<file path="config.mk">
export PLATFORM = sky130hd
export DESIGN_NAME = usart_core
export DESIGN_NICKNAME = d
export VERILOG_FILES = /design/src/rtl/usart_core.v
export VERILOG_INCLUDE_DIRS = /design/src /design/src/rtl
export SDC_FILE = /design/constraint.sdc
export NUM_CORES = 1
export LEC_CHECK = 0
export BUFFER_PORTS_ARGS = -buffer_cell sky130_fd_sc_hd__buf_2
export CAP_MARGIN = 40
export CORE_AREA = 5 5 113 169
export DETAILED_ROUTE_END_ITERATION = 16
export DIE_AREA = 0 0 118 174
export PLACE_DENSITY = 0.67
export REMOVE_ABC_BUFFERS = 1
export SLEW_MARGIN = 10
export SYNTH_ARGS = -nofsm -noshare
export SYNTH_HDL_FRONTEND = slang
export SYNTH_SLANG_ARGS = --single-unit
</file>
<file path="constraint.sdc">
create_clock -name i_sys_clk -period 2.6 [get_ports i_sys_clk]
set_input_delay 0.52 -clock i_sys_clk [delete_from_list [all_inputs] [get_ports i_sys_clk]]
set_output_delay 0.52 -clock i_sys_clk [all_outputs]
set_load 0.1 [all_outputs]
</file>
<file path="src/rtl/usart_core_map.vh">
// Purpose: Constants for the serial transceiver core.
// Assumes: One 10 MHz clock, no register bus.
// Notes: Counts are in bits, FIFO entries or oversamples.
`ifndef USART_CORE_MAP_VH
`define USART_CORE_MAP_VH
`define CLK_PERIOD_NS 100
`define SPI_FRAME_BITS 4'h8
`define OVS_NORMAL 5'h10
`define OVS_DOUBLE 5'h08
`define VOTE_FIRST_NORMAL 5'h08
`define VOTE_FIRST_DOUBLE 5'h04
`define FIFO_WIDTH 8
`define FIFO_DEPTH 16
`define FIFO_AW 4
`define RX_DATA_BITS 4'h8
`endif

</file>
<file path="src/rtl/usart_core.v">
// Purpose: Host SPI engine and asynchronous receiver with a data FIFO.
// Assumes: Inputs synchronous to i_sys_clk; baud tick from outside.
// Notes: The FIFO buffers transmit bytes ahead of the shifter.
// Contract
// - Host SPI produces transfer clock, rate taken from the baud tick.
// - Each bit held one full clock period, sampled mid period.
// - Phase 0 samples leading, shifts trailing; phase 1 the reverse.
// - Inversion 0 leading edge rising; inversion 1 leading edge falling.
// - Transmission and its flags behave as in normal serial operation.
// - Receive error flags read zero in host SPI mode.
// - No write collision protection, double speed clock or multi host.
// - TX is MOSI, RX is MISO, transfer clock is SCK, no select.
// - Receiver oversamples 16 times normal, eight times double speed.
// - Start detection begins at falling edge; first low is sample one.
// - Samples 8,9,10 or 4,5,6 validate start by majority low.
// - Fewer than two lows reject start; check repeats each frame.
// - Each data bit decided by majority of three centre samples.
// - Only the first stop bit is sampled.
// - Low stop bit sets frame error for that frame.
// - Next start edge accepted right after stop bit vote samples.
// - Host SPI frames are exactly eight data bits, no framing bits.
// - Bit order select chooses LSB or MSB first in host SPI mode only; the receiver is always LSB first.
`timescale 1ns/1ps
`default_nettype none
`include "usart_core_map.vh"

module usart_fifo #(
	parameter WIDTH = 8,
	parameter DEPTH = 16,
	parameter AW = 4
)
(
	input wire i_sys_clk,
	input wire i_reset_n,
	input wire i_in_valid,
	output wire o_in_ready,
	input wire [WIDTH-1:0] i_in_data,
	output wire o_out_valid,
	input wire i_out_ready,
	output wire [WIDTH-1:0] o_out_data
);
	reg [WIDTH-1:0] mem_q [0:DEPTH-1];
	reg [AW-1:0] wr_q;
	reg [AW-1:0] rd_q;
	reg [AW:0] cnt_q;
	wire push;
	wire pop;

	// Full and empty come from the occupancy count.
	assign o_in_ready = (cnt_q != DEPTH);
	assign o_out_valid = (cnt_q != 0);
	assign o_out_data = mem_q[rd_q];
	assign push = i_in_valid && o_in_ready;
	assign pop = o_out_valid && i_out_ready;

	// Pointers and count move on push and pop.
	always @(posedge i_sys_clk or negedge i_reset_n)
	begin
		if (!i_reset_n)
		begin
			wr_q <= {AW{1'b0}};
			rd_q <= {AW{1'b0}};
			cnt_q <= {(AW+1){1'b0}};
		end
		else
		begin
			if (push)
				wr_q <= wr_q + 1'b1;
			if (pop)
				rd_q <= rd_q + 1'b1;
			if (push && !pop)
				cnt_q <= cnt_q + 1'b1;
			else if (pop && !push)
				cnt_q <= cnt_q - 1'b1;
		end
	end

	// Storage is written without reset.
	always @(posedge i_sys_clk)
	begin
		if (push)
			mem_q[wr_q] <= i_in_data;
	end
endmodule

module usart_core (
	input wire i_sys_clk,
	input wire i_reset_n,
	input wire i_baud_tick,
	input wire i_spi_mode,
	input wire i_pin_invert_select,
	input wire i_clock_phase_select,
	input wire i_bit_order_select,
	input wire i_receive_speed_mode,
	input wire i_tx_valid,
	output reg o_tx_ready,
	input wire [7:0] i_tx_data,
	output reg o_tx_done,
	output reg o_tx_empty,
	output reg o_rx_valid,
	output reg [7:0] o_rx_data,
	output reg o_rx_frame_err,
	output reg o_mosi,
	input wire i_miso,
	output reg o_transfer_clock_pin,
	input wire i_rxd
);
	localparam S_IDLE = 2'h0;
	localparam S_START = 2'h1;
	localparam S_DATA = 2'h2;
	localparam S_STOP = 2'h3;

	wire fifo_valid;
	wire fifo_ready;
	wire [7:0] fifo_data;
	reg fifo_pop;

	// Majority of three samples.
	function maj3;
		input [2:0] s;
		begin
			maj3 = (s[0] & s[1]) | (s[1] & s[2]) | (s[0] & s[2]);
		end
	endfunction

	// Next bit to shift out, honouring the bit order.
	function out_bit;
		input [7:0] d;
		input msb;
		begin
			out_bit = msb ? d[7] : d[0];
		end
	endfunction

	usart_fifo #(
		.WIDTH(`FIFO_WIDTH),
		.DEPTH(`FIFO_DEPTH),
		.AW(`FIFO_AW)
	) u_fifo (
		.i_sys_clk(i_sys_clk),
		.i_reset_n(i_reset_n),
		.i_in_valid(i_tx_valid),
		.o_in_ready(fifo_ready),
		.i_in_data(i_tx_data),
		.o_out_valid(fifo_valid),
		.i_out_ready(fifo_pop),
		.o_out_data(fifo_data)
	);

	// Host SPI shifter state.
	reg spi_busy_q;
	reg half_q;
	reg [3:0] bit_cnt_q;
	reg [7:0] tx_sh_q;
	reg [7:0] rx_sh_q;
	reg sample_q;
	reg lead_q;
	wire [7:0] tx_next;

	// Pop a byte when the shifter is free on a baud tick.
	always @*
	begin
		fifo_pop = i_spi_mode && !spi_busy_q && fifo_valid && i_baud_tick;
	end

	// Shifter contents once the current bit has gone out.
	assign tx_next = i_bit_order_select ? {tx_sh_q[6:0], 1'b0}
		: {1'b0, tx_sh_q[7:1]};

	// Each tick toggles the clock phase; two ticks make one bit.
	always @(posedge i_sys_clk or negedge i_reset_n)
	begin
		if (!i_reset_n)
		begin
			spi_busy_q <= 1'b0;
			half_q <= 1'b0;
			bit_cnt_q <= 4'h0;
			tx_sh_q <= 8'h00;
			rx_sh_q <= 8'h00;
			sample_q <= 1'b0;
			lead_q <= 1'b0;
			o_mosi <= 1'b1;
			o_transfer_clock_pin <= 1'b0;
			o_tx_done <= 1'b0;
			o_tx_empty <= 1'b1;
			o_tx_ready <= 1'b0;
		end
		else
		begin
			o_tx_done <= 1'b0;
			o_tx_ready <= fifo_ready;
			o_tx_empty <= !fifo_valid && !spi_busy_q;
			if (!i_spi_mode || !spi_busy_q)
				o_transfer_clock_pin <= i_pin_invert_select;
			if (fifo_pop)
			begin
				spi_busy_q <= 1'b1;
				half_q <= 1'b0;
				bit_cnt_q <= 4'h0;
				tx_sh_q <= fifo_data;
				// Phase 0 puts the first bit out before the leading edge.
				if (!i_clock_phase_select)
					o_mosi <= out_bit(fifo_data, i_bit_order_select);
			end
			else if (spi_busy_q && i_baud_tick)
			begin
				half_q <= !half_q;
				o_transfer_clock_pin <= i_pin_invert_select ^ !half_q;
				// Leading edge on first half, trailing on second.
				if (!half_q == !i_clock_phase_select)
				begin
					rx_sh_q <= i_bit_order_select ? {rx_sh_q[6:0], i_miso}
						: {i_miso, rx_sh_q[7:1]};
				end
				else
				begin
					// Phase 1 puts out the current bit, phase 0 the next one.
					if (i_clock_phase_select)
						o_mosi <= out_bit(tx_sh_q, i_bit_order_select);
					else if (bit_cnt_q != `SPI_FRAME_BITS - 4'h1)
						o_mosi <= out_bit(tx_next, i_bit_order_select);
					tx_sh_q <= tx_next;
				end
				if (half_q)
				begin
					bit_cnt_q <= bit_cnt_q + 4'h1;
					if (bit_cnt_q == `SPI_FRAME_BITS - 4'h1)
					begin
						spi_busy_q <= 1'b0;
						o_tx_done <= 1'b1;
						sample_q <= 1'b1;
					end
				end
			end
			else
				sample_q <= 1'b0;
			lead_q <= sample_q;
		end
	end

	// Async receiver state.
	reg [1:0] st_q;
	reg [4:0] smp_q;
	reg [3:0] rbit_q;
	reg [2:0] vote_q;
	reg [7:0] rdata_q;
	reg prev_q;
	wire [4:0] ovs;
	wire [4:0] vfirst;
	wire vote_now;

	// Oversample rate and vote position per speed mode.
	assign ovs = i_receive_speed_mode ? `OVS_DOUBLE : `OVS_NORMAL;
	assign vfirst = i_receive_speed_mode ? `VOTE_FIRST_DOUBLE
		: `VOTE_FIRST_NORMAL;

	// The third vote is the line itself at the deciding sample.
	assign vote_now = maj3({vote_q[1:0], i_rxd});

	// Receiver runs on the oversample tick.
	always @(posedge i_sys_clk or negedge i_reset_n)
	begin
		if (!i_reset_n)
		begin
			st_q <= S_IDLE;
			smp_q <= 5'h00;
			rbit_q <= 4'h0;
			vote_q <= 3'h7;
			rdata_q <= 8'h00;
			prev_q <= 1'b1;
			o_rx_valid <= 1'b0;
			o_rx_data <= 8'h00;
			o_rx_frame_err <= 1'b0;
		end
		else
		begin
			o_rx_valid <= 1'b0;
			if (i_spi_mode)
			begin
				st_q <= S_IDLE;
				o_rx_frame_err <= 1'b0;
				if (lead_q)
				begin
					o_rx_valid <= 1'b1;
					o_rx_data <= rx_sh_q;
				end
			end
			else if (i_baud_tick)
			begin
				prev_q <= i_rxd;
				// Sample number runs from 1 to the rate within each bit.
				smp_q <= (smp_q >= ovs) ? 5'h01 : smp_q + 5'h01;
				if (smp_q >= vfirst && smp_q <= vfirst + 5'h02)
					vote_q <= {vote_q[1:0], i_rxd};
				case (st_q)
				S_IDLE:
				begin
					if (prev_q && !i_rxd)
					begin
						st_q <= S_START;
						smp_q <= 5'h02;
					end
				end
				S_START:
				begin
					if (smp_q == vfirst + 5'h02)
					begin
						if (vote_now)
							st_q <= S_IDLE;
						else
						begin
							st_q <= S_DATA;
							rbit_q <= 4'h0;
						end
					end
				end
				S_DATA:
				begin
					if (smp_q == vfirst + 5'h02)
					begin
						rdata_q <= {vote_now, rdata_q[7:1]};
						rbit_q <= rbit_q + 4'h1;
						if (rbit_q == `RX_DATA_BITS - 4'h1)
							st_q <= S_STOP;
					end
				end
				S_STOP:
				begin
					if (smp_q == vfirst + 5'h02)
					begin
						o_rx_valid <= 1'b1;
						o_rx_data <= rdata_q;
						o_rx_frame_err <= !vote_now;
						st_q <= S_IDLE;
						prev_q <= 1'b1;
					end
				end
				default:
					st_q <= S_IDLE;
				endcase
			end
		end
	end
endmodule
`default_nettype wire

</file>
==> out/metrics.yaml, run 1 <==
outcome: "completed"
drc: 0
synth_cell_types: 54
fin_crit_ns: 2.515
drive_above_1_share_pct: 24.70
grt_antenna_before_repair: 0
worst_pin_slew_ns: 0.8190
fin_crit_sh_pct: 96.72
r2r_setup_slack_ns: 0.09
yosys_warnings: 0
power_density_nw_per_um2: 1068
setup_violations: 0
critPathMaxFanout: 3
worst_ep_arrival_time_ns: 2.92
final_cell_mix: "edfxtp_1, dfrtp_1, nor2_1, nand2_1, buf_4"
ys.flop_type: "edfxtp_1"
cts_buffer_depth: 3
clockRootBuffer: "clkbuf_16"
fin_area_um2: 10090
port_buffers: 33
overflow: 0
syn_avg_cell_area_um2: 14.83
slew_violations: 0
worstSetupPathType: "reg -> reg"
p_leak_nw: 3.917
relSlewSlack_pct: 44.98
drt_wl_total_mm: 17.43
io_pins: 34
cp-endpoint: "u_fifo.cnt_q[4]$_DFFE_PN0P_"
seqCellArea_um2: 5703
syn_to_final_growth_pct: 15.94
dieArea_um2: 20530
hold_buffers: 0
synth_edf_count: 128
cts-buffers-inserted: 20
cts_tree: "built"
core_um2: 17570
dieHeight_um: 174
fillers: 1365
grt_pass1_vias: 5337
cp.required_ns: 3.00
layout_commonest_cell: "edfxtp_1"
r2r_cells: 12
ys_ff_latch: 202
drv_cap: 0
multiInputGateArea_um2: 2843
fin_nets: 702
peakVddDrop_mv: 1.177
synthesis.instances: 587
startpoint: "u_fifo.cnt_q[1]$_DFFE_PN0P_"
diodes: 0
clkSinkCount: 202
fmax_ghz: 0.3977
drt-initial-drc-count: 340
pre_cts_ws_ns: -0.1061
grt_pass1_wl_mm: 28.42
h-tree-depth: 1
place_congestion: 0.8293
start_kind: "flip-flop"
dr_total_vias: 5097
synth_async_sr_flop_share_pct: 36.63
reg2reg_to: "u_fifo.cnt_q[4]$_DFFE_PN0P_"
grt_max_degree: 46
std_cell_rows: 60
clk_latency_ns: 0.49
cts.clk_slew.worst_paths_ns: 0.06
drtAntennaViolNets: 0
min_path_type: "in -> async"
yosysSeqAreaShare_pct: 65.48
fin_setup_tns_ns: 0
worstSetupEndpointType: "flip-flop"
dp_hpwl_mm: 12.13
grtUsageTotal_pct: 17.10
post-route-util_pct: 57.46
placed_area_um2: 9373
viasPerCell: 5.708
wl_per_cell_um: 19.52
fin_ws_ns: 0.08533
skew_ns: 0.008147
r2r-start: "u_fifo.cnt_q[1]$_DFFE_PN0P_"
hold_viol_final: 0
die_w_um: 118
synth_area_um2: 8707
start_util_pct: 49.57
p_total_w: 0.01078
dr.pass1.iters: 4
[kinds of logic (layout without fill, tap and decap cells)]
group / count (synthesis) / after routing / synth area share (%)
muxes: 75 / 75 / 14.57
DFF: 202 / 202 / 65.48
and+or+nand+nor: 158 / 158 / 8.176
AOI/OAI and AO/OA: 73 / 73 / 4.886
adders and majority gates: 19 / 19 / 2.817
xor gates and xnor gates: 17 / 17 / 1.710
buffers and inverters: 43 / 132 / 2.356
[what timing repair did]
item | CTS | global route
resized for setup | 4 | 6
pin swaps | 2 | 5
setup endpoints to repair | 1 | 1
buffers inserted | 1 | 4
[cells in the mapped netlist (2+ instances only)]
| cell | n | area share, % |
|---|---|---|
| o21ai_0 | 22 | 1.3 |
| a32o_1 | 2 | 0.23 |
| or2_2 | 2 | 0.14 |
| dfstp_2 | 5 | 1.5 |
| nand4_1 | 4 | 0.29 |
| a21oi_1 | 33 | 1.9 |
| nand3b_1 | 5 | 0.43 |
| nor3b_1 | 2 | 0.17 |
| dfrtp_1 | 69 | 20 |
| mux2i_1 | 33 | 3.8 |
| xnor2_1 | 9 | 0.91 |
| buf_4 | 2 | 0.17 |
| nand3_1 | 7 | 0.40 |
| ha_1 | 18 | 2.6 |
| inv_1 | 12 | 0.52 |
| edfxtp_1 | 128 | 44 |
| nor4_1 | 4 | 0.29 |
| buf_1 | 3 | 0.13 |
| a21o_1 | 3 | 0.26 |
| a31oi_1 | 2 | 0.14 |
| xor2_1 | 8 | 0.80 |
| nor2b_1 | 3 | 0.22 |
| mux2_2 | 3 | 0.39 |
| clkbuf_1 | 15 | 0.65 |
| nor2_1 | 57 | 2.5 |
| mux4_1 | 7 | 2.1 |
| mux4_2 | 32 | 8.3 |
| buf_2 | 6 | 0.34 |
| o21a_1 | 2 | 0.17 |
| nand2_1 | 56 | 2.4 |
| nor3_1 | 7 | 0.40 |
| nand2b_1 | 4 | 0.29 |
[sequential cells by signal (all words and copies together), names as in the netlist, 2 cells and up]
signal        count
bit_cnt_q         4
o_rx_data         8
rbit_q            4
rdata_q           8
rx_sh_q           8
smp_q             5
st_q              2
tx_sh_q           8
u_fifo.cnt_q      5
u_fifo.mem_q    128
u_fifo.rd_q       4
u_fifo.wr_q       4
vote_q            2
[per-layer routing]
layer	vias to the layer above	share of wire (%)	global-route usage, %
met1	2612	38	20.34
met2	117	56	32.13
li1	2343	-	-
met5	-	0	0
met3	25	4.3	2.539
met4	0	1.8	4.495
[worst max-delay path, cell delays in order (launching register included)]
cell and delay, ns:
dfrtp_1 0.39, nor4_2 0.27, buf_4 0.17, nand2_2 0.06, and2_4 0.15, ha_4 0.17, inv_4 0.06, ha_4 0.20
nor2b_1 0.12, o21a_1 0.17, or3_1 0.39, a21oi_2 0.16, xnor2_1 0.13
[worst min path at each step]
stage          cells past startpoint  slack [ns]                  endpoint
6_report                           1        0.03      smp_q[3]$_DFFE_PN0P_
5_1_grt                            1        0.08      smp_q[3]$_DFFE_PN0P_
4_1_cts                            1        0.05       st_q[0]$_DFFE_PN0P_
3_5_place_dp                       0        0.37          lead_q$_DFF_PN0_
3_3_place_gp                       0        0.36          lead_q$_DFF_PN0_
2_1_floorplan                      0        0.22  bit_cnt_q[0]$_DFFE_PN0P_
[where the power goes]
| group | leakage (nW) | switching [W] | internal (W) |
|---|---|---|---|
| registers | 2.07 | 0.000485 | 0.00402 |
| clock network | 0.308 | 0.00115 | 0.00166 |
| logic | 1.54 | 0.00198 | 0.00148 |
[layout make-up]
class                   instances  area share (%)
inverters                      13          0.5082
well taps                     217           2.690
multi-input cells             342           28.16
clock inverters                11           1.054
repair buffers                 85           5.813
clock buffers                  23           5.280
flip-flops and latches        202           56.49
[per-stage QoR]
step                      hold WS [ns]  instances
after global placement          0.3622        851
after CTS                      0.05036        889
final                          0.03087        893
after global routing           0.08274        893
after floorplan                 0.2244        557
after detailed placement        0.3733        854
Power figures use the tool's default switching activity.
==> inputs of run 2 (changes only) <==
SETUP_SLACK_MARGIN = 0.4   (was default)
==> run 2 against run 1 <==
Register-to-register slack improved by 0.07 ns. Utilization is 0.82 points higher. Fmax grew 2.9%. Cell count grew 0.78%. Critical path type unchanged. Critical endpoint unchanged. Largest power group unchanged.
==> out/metrics.yaml, run 2 (synthesis results as in run 1) <==
layout.cells.non_filler: 900  # +0.78%
worst_ep_arrival_time_ns: 2.84  # -0.08 ns
drt_wl_total_mm: 17.55  # +0.65%
io_pins: 34  # unchanged
cts_buffer_depth: 3  # unchanged
r2r_cells: 12  # unchanged
diodes: 0  # unchanged
overflow: 0  # unchanged
largest_reg_flops: 128  # unchanged
place_congestion: 0.8293  # unchanged
layout_commonest_cell: "edfxtp_1"
syn_to_final_growth_pct: 17.59
pre_cts_ws_ns: -0.1061  # unchanged
cts.clk_slew.worst_paths_ns: 0.06  # about the same
crit_family: "simple AND/OR/NAND/NOR gates"
fin_crit_sh_pct: 94.00  # -2.7 points
reg2reg_to: "u_fifo.cnt_q[4]$_DFFE_PN0P_"
cp.required_ns: 3.00  # about the same
cts_tree: "built"
worstSetupPathType: "reg -> reg"
worst_pin_slew_ns: 0.6075  # -0.2116 ns
fin_ws_ns: 0.1560  # +0.07069 ns
core_um2: 17570  # unchanged
critPathMaxFanout: 3  # unchanged
drv_cap: 0  # unchanged
min_path_type: "in -> async"
fillers: 1353  # -0.88%
die_w_um: 118  # unchanged
grt_antenna_before_repair: 0  # unchanged
port_buffers: 33  # unchanged
worstSetupEndpointType: "flip-flop"
std_cell_rows: 60  # unchanged
final_cell_mix: "edfxtp_1, dfrtp_1, buf_4, nor2_1, nand2_1"
fin_nets: 709  # +1.0%
hold_viol_final: 0  # unchanged
skew_ns: 0.005723  # -0.002424 ns
cp_cell_sequence: "nor4_2 -> buf_4 -> nand2_2 -> and2_4 -> ha_4 -> inv_4 -> ha_4 -> nor2b_1 -> o21a_1 -> or3_1 -> a21oi_2 -> xnor2_1"
rsz0062_at_grt: "yes"
dr.pass1.iters: 4  # unchanged
power_density_nw_per_um2: 1071  # +0.25%
drtAntennaViolNets: 0  # unchanged
start_util_pct: 49.57  # unchanged
dieHeight_um: 174  # unchanged
slowest_stage: "dfrtp_1"
grt_max_degree: 46  # unchanged
clk_latency_ns: 0.48  # about the same
dieArea_um2: 20530  # unchanged
peakVddDrop_mv: 1.179  # +0.14%
setup_violations: 0  # unchanged
p_leak_nw: 3.971  # +1.4%
grt_pass1_vias: 5350  # +0.24%
relSlewSlack_pct: 59.50  # +15 points
clkSinkCount: 202  # unchanged
wl_per_cell_um: 19.49  # -0.13%
dr_total_vias: 5084  # -0.26%
drive_above_1_share_pct: 27.67  # +3.0 points
top_register: "u_fifo.mem_q"
drc: 0  # unchanged
grtUsageTotal_pct: 17.24  # +0.13 points
slew_violations: 0  # unchanged
fmax_ghz: 0.4092  # +2.9%
dp_hpwl_mm: 12.13  # unchanged
r2r-start: "u_fifo.cnt_q[1]$_DFFE_PN0P_"
drt-initial-drc-count: 385  # +13%
viasPerCell: 5.649  # -1.0%
dpl.cell_count: 854  # unchanged
r2r_setup_slack_ns: 0.16  # +0.07 ns
fin_crit_ns: 2.444  # -0.07069 ns
grt_pass1_wl_mm: 28.59  # +0.61%
outcome: "completed"
h-tree-depth: 1  # unchanged
critPathBufInv: 2  # unchanged
cp_slowest_stage_delay_ns: 0.39  # about the same
path_common_cell: "ha_4"
start_kind: "flip-flop"
cts-buffers-inserted: 20  # unchanged
clockRootBuffer: "clkbuf_16"
run 2: stage by stage:
stage	utilization, %	power [W]	area, um2	TNS [ns]	hold slack (ns)
floorplan	-	0.006875	8551	-1.438	0.2244
global placement	53.21	0.007806	9346	0	0.3622
detailed placement	53.35	0.007958	9373	-0.1061	0.3733
CTS	57.51	0.01088	10100	0	0.05039
global route	58.28	0.01156	10240	0	0.08266
finish	58.28	0.01096	10240	0	0.03077
run 2: how the worst max path moves through the flow:
stage                                startpoint                     endpoint  slack (ns)  cells after the start
CTS                 u_fifo.cnt_q[2]$_DFFE_PN0P_  u_fifo.cnt_q[4]$_DFFE_PN0P_        0.09                     12
finish              u_fifo.cnt_q[1]$_DFFE_PN0P_  u_fifo.cnt_q[4]$_DFFE_PN0P_        0.16                     12
global placement    u_fifo.cnt_q[1]$_DFFE_PN0P_  u_fifo.cnt_q[4]$_DFFE_PN0P_        0.04                     12
floorplan                           i_baud_tick  u_fifo.cnt_q[4]$_DFFE_PN0P_       -0.50                     11
global route        u_fifo.cnt_q[1]$_DFFE_PN0P_  u_fifo.cnt_q[4]$_DFFE_PN0P_        0.04                     12
detailed placement  u_fifo.cnt_q[1]$_DFFE_PN0P_  u_fifo.cnt_q[4]$_DFFE_PN0P_       -0.11                     12
run 2: power by group:
part,leakage (nW),switching [W],internal (W)
clock network,0.308,0.00115,0.00166
logic,1.59,0.00209,0.00159
registers,2.07,0.000452,0.00403
total,3.97,0.00369,0.00727
run 2: layout make-up:
cell class                      instances  area, um2  share of cell area (%)
Multi-Input combinational cell        342       2918                   28.50
Timing Repair Buffer                   92      651.9                   6.367
Sequential cell                       202       5707                   55.74
Inverter                               13      51.30                  0.5010
Clock inverter                         11      106.4                   1.039
Tap cell                              217      271.5                   2.652
Clock buffer                           23      533.0                   5.206
run 2: timing repair:
item	in CTS	in global routing
hold buffers	0	0
pin swaps	5	5
gates resized for setup	15	16
setup endpoints to repair	36	58
buffers inserted	3	9
run 2: per-layer routing:
layer / wire (um) / track usage (%) / share of wire [%]
met4: 301 / 4.256 / 1.7
met3: 664 / 2.474 / 3.8
met1: 6700 / 20.44 / 38
met5: 0 / 0 / 0
met2: 9879 / 32.65 / 56
==> inputs of run 3 (changes only) <==
RECOVER_POWER = 50   (was default)
==> run 3 against run 2 <==
Count of clock-buffer cells in the layout unchanged. Clock power about the same. Combinational power about the same. Fmax about the same. Non-clock buffer count unchanged. Setup slack about the same. Cell area decreased by 0.34%. Utilization decreased by 0.20 points. Critical path depth unchanged.
==> out/metrics.yaml, run 3 (synthesis results as in run 1) <==
outcome: "completed"
drv_cap: 0  # unchanged
worstSetupPathType: "reg -> reg"
hold_buffers: 0  # unchanged
top_register: "u_fifo.mem_q"
grt_antenna_before_repair: 0  # unchanged
diodes: 0  # unchanged
p_total_w: 0.01095  # -0.13%
syn_to_final_growth_pct: 17.19
hold_ws_ns: 0.2371  # +0.2064 ns
power_density_nw_per_um2: 1073  # +0.21%
cts_buffer_depth: 3  # unchanged
cp.required_ns: 3.00  # about the same
reg2reg_to: "u_fifo.cnt_q[4]$_DFFE_PN0P_"
drive_above_1_share_pct: 26.21  # -1.5 points
rsz0062_at_grt: "yes"
relSlewSlack_pct: 24.94  # -35 points
cts.clk_slew.worst_paths_ns: 0.06  # about the same
peakVddDrop_mv: 1.189  # +0.89%
cp_cell_sequence: "nor4_2 -> buf_4 -> nand2_2 -> and2_4 -> ha_4 -> inv_4 -> ha_4 -> nor2b_1 -> o21a_1 -> or3_1 -> a21oi_2 -> xnor2_1"
dpl.cell_count: 854  # unchanged
layout.cells.non_filler: 900  # unchanged
r2r_setup_slack_ns: 0.16  # about the same
drt_wl_total_mm: 17.55  # about the same
dr_total_vias: 5090  # +0.12%
die_w_um: 118  # unchanged
drt-initial-drc-count: 376  # -2.3%
grtUsageTotal_pct: 17.24  # unchanged
grt_pass1_vias: 5350  # unchanged
clockRootBuffer: "clkbuf_16"
min_path_type: "in -> async"
grt_max_degree: 46  # unchanged
pre_cts_ws_ns: -0.1061  # unchanged
overflow: 0  # unchanged
fin_setup_tns_ns: 0  # unchanged
worst_pin_slew_ns: 1.126  # +0.5184 ns
std_cell_rows: 60  # unchanged
start_util_pct: 49.57  # unchanged
cp_slowest_stage_delay_ns: 0.39  # about the same
grt_pass1_wl_mm: 28.59  # unchanged
fin_nets: 709  # unchanged
final_cell_mix: "edfxtp_1, dfrtp_1, nor2_1, buf_4, nand2_1"
slew_violations: 0  # unchanged
dieHeight_um: 174  # unchanged
dieArea_um2: 20530  # unchanged
dr.pass1.iters: 4  # unchanged
dp_hpwl_mm: 12.13  # unchanged
viasPerCell: 5.656  # +0.12%
critPathMaxFanout: 3  # unchanged
io_pins: 34  # unchanged
fin_crit_ns: 2.444  # -0.0001600 ns
h-tree-depth: 1  # unchanged
seqCellArea_um2: 5707  # unchanged
multiInputGateArea_um2: 2918  # unchanged
core_um2: 17570  # unchanged
drc: 0  # unchanged
skew_ns: 0.008112  # +0.002388 ns
p_leak_nw: 3.935  # -0.88%
clk_latency_ns: 0.49  # about the same
r2r_cells: 12  # unchanged
wl_per_cell_um: 19.50  # about the same
drtAntennaViolNets: 0  # unchanged
start_kind: "flip-flop"
worst_ep_arrival_time_ns: 2.84  # about the same
path_common_cell: "ha_4"
layout_commonest_cell: "edfxtp_1"
largest_reg_flops: 128  # unchanged
clkSinkCount: 202  # unchanged
cts_tree: "built"
hold_viol_final: 0  # unchanged
fin_ws_ns: 0.1562  # +0.0001600 ns
fin_crit_sh_pct: 93.99  # about the same
worstSetupEndpointType: "flip-flop"
setup_violations: 0  # unchanged
r2r-start: "u_fifo.cnt_q[1]$_DFFE_PN0P_"
cts-buffers-inserted: 20  # unchanged
fillers: 1358  # +0.37%
fmax_ghz: 0.4092  # about the same
place_congestion: 0.8293  # unchanged
port_buffers: 33  # unchanged
slowest_stage: "dfrtp_1"
run 3: final cells by class:
type	instances	share of cell area [%]
Sequential cell	202	55.93
Inverter	13	0.5028
Clock inverter	11	1.042
Timing Repair Buffer	92	6.045
Multi-Input combinational cell	342	28.60
Tap cell	217	2.661
Clock buffer	23	5.224
run 3: where the power goes:
| part | total (W) | internal, W | switching, W | leakage [nW] |
|---|---|---|---|---|
| clock network | 0.00281 | 0.00166 | 0.00115 | 0.308 |
| logic | 0.00366 | 0.00157 | 0.00209 | 1.55 |
| registers | 0.00448 | 0.00403 | 0.000453 | 2.07 |
| total | 0.0110 | 0.00726 | 0.00369 | 3.94 |
run 3: metrics by stage:
| step | utilization, % | area (um2) |
|---|---|---|
| 2_1_floorplan | - | 8551 |
| 3_3_place_gp | 53.21 | 9346 |
| 3_5_place_dp | 53.35 | 9373 |
| 4_1_cts | 57.51 | 10100 |
| 5_1_grt | 58.08 | 10200 |
| 6_report | 58.08 | 10200 |
run 3: how the worst max path moves through the flow:
stage	to	from	depth (start not counted)
2_1_floorplan	u_fifo.cnt_q[4]$_DFFE_PN0P_	i_baud_tick	11
3_3_place_gp	u_fifo.cnt_q[4]$_DFFE_PN0P_	u_fifo.cnt_q[1]$_DFFE_PN0P_	12
3_5_place_dp	u_fifo.cnt_q[4]$_DFFE_PN0P_	u_fifo.cnt_q[1]$_DFFE_PN0P_	12
4_1_cts	u_fifo.cnt_q[4]$_DFFE_PN0P_	u_fifo.cnt_q[2]$_DFFE_PN0P_	12
5_1_grt	u_fifo.cnt_q[4]$_DFFE_PN0P_	u_fifo.cnt_q[1]$_DFFE_PN0P_	12
6_report	u_fifo.cnt_q[4]$_DFFE_PN0P_	u_fifo.cnt_q[1]$_DFFE_PN0P_	12
run 3: what timing repair did:
item	in CTS	in global routing
setup endpoints to repair	36	58
buffers inserted	3	9
resized for setup	15	16
pin swaps	5	5
run 3: worst max-delay path, delay by kind of cell (launching register included):
family / cells / cell delay, ns
AOI/OAI and AO/OA: 2 / 0.32
xor gates and xnor gates: 1 / 0.13
DFF: 1 / 0.39
buffers and inverters: 2 / 0.23
and+or+nand+nor: 5 / 0.92
adders and majority gates: 2 / 0.36
run 3: layer usage:
layer / vias to the layer above / wire [um] / global-route usage (%)
li1: 2357 / - / -
met1: 2602 / 6620 / 20.44
met2: 109 / 9879 / 32.65
met3: 22 / 769 / 2.474
met4: 0 / 277 / 4.256
met5: - / 0 / 0
